## src/pkg/djp_pkg.sv

```systemverilog
// Constants and types for the dual joystick port block.
// Assumes a single 250 MHz system clock and a synchronous reset.
package djp_pkg;

  // Clock rate
  localparam int CLK_MHZ = 250;

  // Port register offset from the programmed base address
  localparam logic [15:0] PORT_OFFSET = 16'h0000;

  // Port status register layout
  localparam int STAT_AXIS_LSB = 0;
  localparam int STAT_BTN_LSB = 4;
  localparam int NUM_AXES = 4;
  localparam int NUM_BUTTONS = 4;
  localparam logic [7:0] STATUS_RESET = 8'h00;

  // Configuration register indices
  localparam logic [7:0] CFG_BASE_HIGH = 8'h60;
  localparam logic [7:0] CFG_BASE_LOW = 8'h61;
  localparam logic [7:0] CFG_ACTIVATE = 8'h30;
  localparam logic [7:0] CFG_POWER_CTL = 8'h22;

  // Bit positions of the mirrored enable
  localparam int ACTIVATE_BIT = 0;
  localparam int POWER_GAME_BIT = 2;

  // Configuration reset values
  localparam logic [7:0] BASE_HIGH_RESET = 8'h00;
  localparam logic [7:0] BASE_LOW_RESET = 8'h00;
  localparam logic ACTIVATE_RESET = 1'b0;

  // Fastest legal rise on a timing pin, and its cycle count (rounded up)
  localparam int MIN_RISE_NS = 20000;
  localparam int MIN_RISE_CYC = (MIN_RISE_NS * CLK_MHZ + 999) / 1000;
  localparam int RISE_CNT_W = 16;

  // Tracking of the host write strobe
  typedef enum logic [0:0] {
    DJP_WR_IDLE,
    DJP_WR_ACTIVE
  } djp_wr_state_t;

endpackage

```

## src/pkg/djp_axis_if.sv

```systemverilog
// Carrier between the port logic and one axis one-shot timer.
// Assumes both ends run on the same system clock.
`timescale 1ns/1ps
`default_nettype none
interface djp_axis_if;
  logic hold;      // Write strobe past its first cycle: keep pin discharged
  logic start;     // One-cycle pulse at the write strobe's trailing edge
  logic above;     // Timing pin has crossed two thirds of reference
  logic timing;    // Axis output bit
  logic discharge; // Pull the timing pin to zero

  modport port (output hold, output start, output above, input timing, input discharge);
  modport timer (input hold, input start, input above, output timing, output discharge);
endinterface
`default_nettype wire

```

## src/verilog/djp_top.sv

```systemverilog
// Dual joystick port: two sticks, each with two axis timers and two buttons.
// Assumes synchronous host I/O strobes and comparator inputs on clk_sys.
`timescale 1ns/1ps
`default_nettype none
module djp_top
  import djp_pkg::*;
#(
  parameter int MIN_RISE = MIN_RISE_CYC
) (
  input wire logic clk_sys,
  input wire logic rst,
  // Host I/O cycles
  input wire logic [15:0] io_addr,
  input wire logic io_rd,
  input wire logic io_wr,
  output logic [7:0] io_rdata,
  output logic io_claim,
  // Configuration access
  input wire logic [7:0] cfg_addr,
  input wire logic cfg_rd,
  input wire logic cfg_wr,
  input wire logic [7:0] cfg_wdata,
  output logic [7:0] cfg_rdata,
  // Analog side of the timing pins
  input wire logic [NUM_AXES-1:0] rc_above,
  output logic [NUM_AXES-1:0] rc_pin_out,
  output logic [NUM_AXES-1:0] rc_pin_oe,
  // Buttons
  input wire logic [NUM_BUTTONS-1:0] button_in,
  // Game port enable, seen by power management
  output logic port_enabled
);

  // Address match against the programmed base
  function automatic logic addr_hit(input logic [15:0] addr, input logic [15:0] base);
    addr_hit = (addr == (base + PORT_OFFSET));
  endfunction

  // Configuration state
  logic [7:0] base_high;
  logic [7:0] base_low;
  logic activate;
  logic [15:0] base_addr;

  // Host port decode
  logic rd_hit;
  logic wr_hit;
  djp_wr_state_t wr_state;
  djp_wr_state_t next_wr_state;
  logic start_pulse;
  logic hold_pins;

  // Status sources
  logic [NUM_BUTTONS-1:0] button_q;
  logic [NUM_AXES-1:0] axis_bits;
  logic [NUM_AXES-1:0] axis_discharge;
  logic [7:0] status;

  // Configuration decode
  logic cfg_wr_high;
  logic cfg_wr_low;
  logic cfg_wr_act;
  logic cfg_wr_pwr;
  logic [7:0] next_cfg_rdata;
  logic [7:0] act_reg_view;
  logic [7:0] pwr_reg_view;

  // Base address assembly
  assign base_addr = {base_high, base_low};

  // Decode only while the unit is active
  assign rd_hit = activate && io_rd && addr_hit(io_addr, base_addr);
  assign wr_hit = activate && io_wr && addr_hit(io_addr, base_addr);

  // Configuration write decode
  assign cfg_wr_high = cfg_wr && (cfg_addr == CFG_BASE_HIGH);
  assign cfg_wr_low = cfg_wr && (cfg_addr == CFG_BASE_LOW);
  assign cfg_wr_act = cfg_wr && (cfg_addr == CFG_ACTIVATE);
  assign cfg_wr_pwr = cfg_wr && (cfg_addr == CFG_POWER_CTL);

  // Base address bytes
  always_ff @(posedge clk_sys) begin
    if (rst) begin
      base_high <= BASE_HIGH_RESET;
      base_low <= BASE_LOW_RESET;
    end else begin
      if (cfg_wr_high) begin
        base_high <= cfg_wdata;
      end
      if (cfg_wr_low) begin
        base_low <= cfg_wdata;
      end
    end
  end

  // One flop behind both the activate bit and power control bit 2
  always_ff @(posedge clk_sys) begin
    if (rst) begin
      activate <= ACTIVATE_RESET;
    end else if (cfg_wr_pwr) begin
      activate <= cfg_wdata[POWER_GAME_BIT];
    end else if (cfg_wr_act) begin
      activate <= cfg_wdata[ACTIVATE_BIT];
    end
  end

  // Register views of the shared enable
  always_comb begin
    act_reg_view = 8'h00;
    act_reg_view[ACTIVATE_BIT] = activate;
    pwr_reg_view = 8'h00;
    pwr_reg_view[POWER_GAME_BIT] = activate;
  end

  // Configuration read mux
  always_comb begin
    next_cfg_rdata = 8'h00;
    if (cfg_rd) begin
      case (cfg_addr)
        CFG_BASE_HIGH: begin
          next_cfg_rdata = base_high;
        end
        CFG_BASE_LOW: begin
          next_cfg_rdata = base_low;
        end
        CFG_ACTIVATE: begin
          next_cfg_rdata = act_reg_view;
        end
        CFG_POWER_CTL: begin
          next_cfg_rdata = pwr_reg_view;
        end
        default: begin
          next_cfg_rdata = 8'h00;
        end
      endcase
    end
  end

  // Configuration read data
  always_ff @(posedge clk_sys) begin
    if (rst) begin
      cfg_rdata <= 8'h00;
    end else begin
      cfg_rdata <= next_cfg_rdata;
    end
  end

  // Enable flag out
  always_ff @(posedge clk_sys) begin
    if (rst) begin
      port_enabled <= ACTIVATE_RESET;
    end else begin
      port_enabled <= activate;
    end
  end

  // Write strobe tracking: restart fires when the strobe ends
  always_comb begin
    next_wr_state = wr_state;
    start_pulse = 1'b0;
    case (wr_state)
      DJP_WR_IDLE: begin
        if (wr_hit) begin
          next_wr_state = DJP_WR_ACTIVE;
        end
      end
      DJP_WR_ACTIVE: begin
        if (!wr_hit) begin
          next_wr_state = DJP_WR_IDLE;
          start_pulse = 1'b1;
        end
      end
      default: begin
        next_wr_state = DJP_WR_IDLE;
      end
    endcase
  end

  // Write state register
  always_ff @(posedge clk_sys) begin
    if (rst) begin
      wr_state <= DJP_WR_IDLE;
    end else begin
      wr_state <= next_wr_state;
    end
  end

  // Pins held low from the second cycle of the write strobe; released in the start cycle so the restart is not masked
  assign hold_pins = (wr_state == DJP_WR_ACTIVE) && wr_hit;

  // Four axis timers, one per axis status bit
  for (genvar i = 0; i < NUM_AXES; i++) begin : g_axis
    djp_axis_if ax ();

    assign ax.hold = hold_pins;
    assign ax.start = start_pulse;
    assign ax.above = rc_above[i];
    assign axis_bits[i] = ax.timing;
    assign axis_discharge[i] = ax.discharge;

    djp_axis_timer #(
      .MIN_RISE(MIN_RISE)
    ) u_timer (
      .clk_sys(clk_sys),
      .rst(rst),
      .ax(ax.timer)
    );
  end

  // Pin drive: low when discharging, released while timing
  always_ff @(posedge clk_sys) begin
    if (rst) begin
      rc_pin_out <= '0;
      rc_pin_oe <= '1;
    end else begin
      rc_pin_out <= '0;
      rc_pin_oe <= axis_discharge;
    end
  end

  // Button levels, refreshed every cycle
  always_ff @(posedge clk_sys) begin
    if (rst) begin
      button_q <= '0;
    end else begin
      button_q <= button_in;
    end
  end

  // Status layout
  always_comb begin
    status = STATUS_RESET;
    status[STAT_AXIS_LSB +: NUM_AXES] = axis_bits;
    status[STAT_BTN_LSB +: NUM_BUTTONS] = button_q;
  end

  // Host read data and claim flag
  always_ff @(posedge clk_sys) begin
    if (rst) begin
      io_rdata <= STATUS_RESET;
      io_claim <= 1'b0;
    end else begin
      io_rdata <= rd_hit ? status : 8'h00;
      io_claim <= rd_hit || wr_hit;
    end
  end

endmodule
`default_nettype wire

```

## src/verilog/djp_axis_timer.sv

```systemverilog
// One-shot timer for a single joystick axis.
// Assumes the comparator input is synchronous to clk_sys.
`timescale 1ns/1ps
`default_nettype none
module djp_axis_timer
  import djp_pkg::*;
#(
  parameter int MIN_RISE = MIN_RISE_CYC
) (
  input wire logic clk_sys,
  input wire logic rst,
  djp_axis_if.timer ax
);

  logic [RISE_CNT_W-1:0] blank_cnt;
  logic blanking;
  logic trip;

  // Comparator ignored until the fastest legal rise has elapsed
  assign blanking = (blank_cnt != '0);
  assign trip = ax.timing && !blanking && ax.above;

  // Output bit and discharge switch of the one-shot
  always_ff @(posedge clk_sys) begin
    if (rst) begin
      ax.timing <= 1'b0;
      ax.discharge <= 1'b1;
      blank_cnt <= '0;
    end else if (ax.hold) begin
      ax.timing <= 1'b0;
      ax.discharge <= 1'b1;
      blank_cnt <= '0;
    end else if (ax.start) begin
      ax.timing <= 1'b1;
      ax.discharge <= 1'b0;
      blank_cnt <= RISE_CNT_W'(MIN_RISE);
    end else if (trip) begin
      ax.timing <= 1'b0;
      ax.discharge <= 1'b1;
    end else if (blanking) begin
      blank_cnt <= blank_cnt - 1'b1;
    end
  end

endmodule
`default_nettype wire

```

## config.mk

```make
export PLATFORM = sky130hd
export DESIGN_NAME = djp_top
export DESIGN_NICKNAME = d
export VERILOG_FILES = /design/src/pkg/djp_pkg.sv /design/src/pkg/djp_axis_if.sv /design/src/verilog/djp_top.sv /design/src/verilog/djp_axis_timer.sv
export SDC_FILE = /design/constraint.sdc
export NUM_CORES = 1
export LEC_CHECK = 0
export ABC_AREA = 0
export BUFFER_PORTS_ARGS = -buffer_cell sky130_fd_sc_hd__buf_2
export CELL_PAD_IN_SITES_DETAIL_PLACEMENT = 0
export CELL_PAD_IN_SITES_GLOBAL_PLACEMENT = 2
export CORE_MARGIN = 4
export CORE_UTILIZATION = 31
export CTS_CLUSTER_SIZE = 20
export DETAILED_ROUTE_END_ITERATION = 12
export GPL_TIMING_DRIVEN = 0
export HOLD_SLACK_MARGIN = 0.05
export PLACE_DENSITY = 0.72
export SYNTH_ARGS = -nofsm -noshare
export SYNTH_HDL_FRONTEND = slang
export SYNTH_SLANG_ARGS = --single-unit
```

## constraint.sdc

```tcl
create_clock -name clk_sys -period 2.2 [get_ports clk_sys]
set_clock_uncertainty 0.05 [all_clocks]
set_input_delay 0.44 -clock clk_sys [delete_from_list [all_inputs] [get_ports clk_sys]]
set_output_delay 0.44 -clock clk_sys [all_outputs]
set_load 0.01 [all_outputs]
```

==> out/results.txt <==
Run status: finished clean
Die Span Y: 136 µm
Number of synthesized flops with an enable pin: 0
Static Leak: 2.59 nW
Pint: 6.21 mW
Max_cap viols: 0
Routed WL per cell: 14.9 µm
Worst VDD drop: 0.000619 V
DP Wirelength: 9230 µm
Fillers: 1644
Commonest non-fill, non-tap cell in the layout: dfxtp_1
Die footprint: 18500 µm²
Final Cell Area: 6540 µm²
Final Power: 9.56 mW
TNS Setup: 0 ns
Sequential share of the synthesized area: 45.8%
Global route total overflow: 0
Row count: 46
#FFs+latches synth: 116
CTS tree: done
RePlAce Congestion: 0.785
Share of cells above drive strength 1: 22.1%
Post-CTS Hold Fix Bufs: 0
Synth warn: 0
Number of global-route vias before repair: 4208
Worst slew margin: 53.5%
Placed Area: 5680 µm²
Gate Count Post-Synth: 573
Most frequent cells in the layout: 110 x dfxtp_1, 66 x nor2_1, 66 x buf_2
DR pass1 iterations: 4
Finished Core Util: 41.0%
Switching Share: 35.0%
DP Worst Slack: -0.616 ns
Clock share of power: 31.3%
Hold Fails Final Rpt: 0
Final wirelength: 13400 µm
Post-synthesis async set-or-reset flop share: 0%
I/O pins: 72
Syn Area/Cell: 8.84 µm²
Final nets: 724
Area of the core: 15900 µm²
Vias: 4347
Worst EP arrival: 2.44 ns
Minimum clock period: 2.16 ns
Final Max Slew Viols: 0
Residual DRC: 0
Least-Margin Pin Slew: 0.698 ns
First-pass GRT wire length: 21700 µm
Seq pwr share: 31.9%
Root buffer cell: clkbuf_16
IO buf count: 65
Clock sinks: 116
FF/Latch Area: 2330 µm²
Starting Density: 31.8%
Largest net degree at the start of global routing: 17
DR iter-0 viols: 221
Vias per cell: 4.84
Crit. End Element: flip-flop
Tcrit/Tclk final: 98.3%
Clock buffer depth: 2
Maximum fanout along the worst path: 5
Critical path required time: 2.48 ns
Comb pwr share: 36.8%
Switch Pwr: 3.35 mW
Power Density: 1460 nW/µm²
Initial antenna violation count: 1
Multi-input combinational cell area: 2720 µm²
Most common flop cell mapped by yosys: dfxtp_1
Worst Hold Class: in2reg
Yosys cell types: 52
Post-route setup slack: 0.0377 ns
N_diodes: 0
Area delta synth->final: 29.0%
RSZ-0062 raised after global routing: true
Setup-failing EPs final: 0
Die width: 136 µm
GRT Total Usage: 15.0%
CTS H-tree lvls: 4
Worst-Skew Late Latency: 0.41 ns
Synthesized area: 5070 µm²
Clock slew at reported path FFs: 0.06 ns
Total CTS buffers: 17
Final ANT Viol Nets: 0
CP startpoint kind: flip-flop
Setup CP Type: reg2reg
Fmax: 462 MHz
-- final timing paths --
check / startpoint / to / slack, ns / cells past startpoint
worst max register to register: g_axis[3].u_timer.blank_cnt[5] / g_axis[3].u_timer.blank_cnt[1] / 0.04 / 4
worst min register to register: button_q[0] / io_rdata[4] / 0.37 / 1
worst min-delay path: button_in[2] / button_q[2] / 0.20 / 2
worst max-delay path: g_axis[3].u_timer.blank_cnt[5] / g_axis[3].u_timer.blank_cnt[1] / 0.04 / 4
-- cell usage after synthesis, types with 3 or more instances --
cell type,number,area (µm²)
or4_1,5,37.5
nand4b_1,5,43.8
nor2b_1,9,56.3
xnor2_1,20,175
a211oi_1,3,22.5
o21ai_0,28,140
nand2_1,41,154
nor4_1,20,125
nand3b_1,3,22.5
clkbuf_1,20,75.1
nor3_1,15,75.1
xor2_1,44,385
mux2i_1,4,40.0
or3_1,7,43.8
or2_2,6,37.5
nor4b_1,7,61.3
dfxtp_1,116,2320
a22oi_1,6,45.0
nand4_1,9,56.3
inv_1,11,41.3
nand3_1,35,175
nand2b_1,4,25.0
ha_1,8,100
a21oi_1,32,160
buf_4,4,30.0
nor4_2,3,37.5
and2_1,10,62.6
nor2_1,67,251
nor3b_1,3,22.5
-- logic make-up (layout without fill, tap and decap cells) --
family	count (synthesis)	count (layout)	share of synthesized area [%]
AO/OA/AOI/OAI	81	81	9.31
XOR/XNOR	64	64	11.1
flip-flops	116	116	45.8
adder cells (fa/ha/maj)	8	8	1.98
other	1	4	0.0740
buffers and inverters	37	144	3.06
AND/OR/NAND/NOR	260	260	27.4
multiplexers	6	6	1.23
-- power by group through the flow --
| stage | Clock (mW) | Combinational [mW] | Sequential [mW] |
|---|---|---|---|
| 6_report | 3.00 | 3.52 | 3.05 |
| 5_1_grt | 3.16 | 3.97 | 3.11 |
| 4_1_cts | 3.06 | 3.43 | 3.02 |
| 3_5_place_dp | 0 | 3.18 | 3.05 |
| 3_3_place_gp | 0 | 3.14 | 3.04 |
| 2_1_floorplan | 0 | 2.59 | 2.95 |
-- worst max-delay path, stage by stage (launching register included) --
cell,delay [ns]
dfxtp_4,0.34
or4_1,0.49
or4_4,0.60
or3_4,0.39
a211oi_2,0.21
-- through the flow --
stage	std cells	hold slack, ns
after global routing	899	0.202
after global placement	857	0.360
final	899	0.204
after detailed placement	857	0.364
after CTS	896	0.175
after floorplan	576	0.356
-- layer usage --
| metal | part of all wire (%) | track usage, % | up-vias |
|---|---|---|---|
| li1 | - | - | 2201 |
| met1 | 49 | 20.1 | 2053 |
| met2 | 45 | 22.6 | 84 |
| met3 | 5.1 | 5.33 | 7 |
| met4 | 0.55 | 5.04 | 2 |
| met5 | 0.052 | 0 | - |
-- flip-flops by register name, indices dropped and copies added, names as in the netlist, 4 cells and up --
name                         cells
g_axis.u_timer.blank_cnt        64
g_axis.u_timer.ax.discharge      4
g_axis.u_timer.ax.timing         4
base_high                        8
io_rdata                         8
rc_pin_oe                        4
cfg_rdata                        8
base_low                         8
button_q                         4
-- final cells by class --
type | count | share of cell area (%)
Buffer | 24 | 1.74
Clock buffer | 24 | 7.52
Clock inverter | 8 | 2.24
Inverter | 11 | 0.632
Multi-Input combinational cell | 423 | 41.7
Sequential cell | 116 | 35.7
Tap cell | 216 | 4.13
Timing Repair Buffer | 77 | 6.36
-- what timing repair did --
item | 4_1_cts | 5_1_grt
endpoints found under the setup margin | 49 | 70
resized for setup | 20 | 20
pin swaps | 6 | 3
gates cloned | 0 | 0
buffers inserted | 7 | 5
Note: power is estimated with default switching activity, not from simulation.
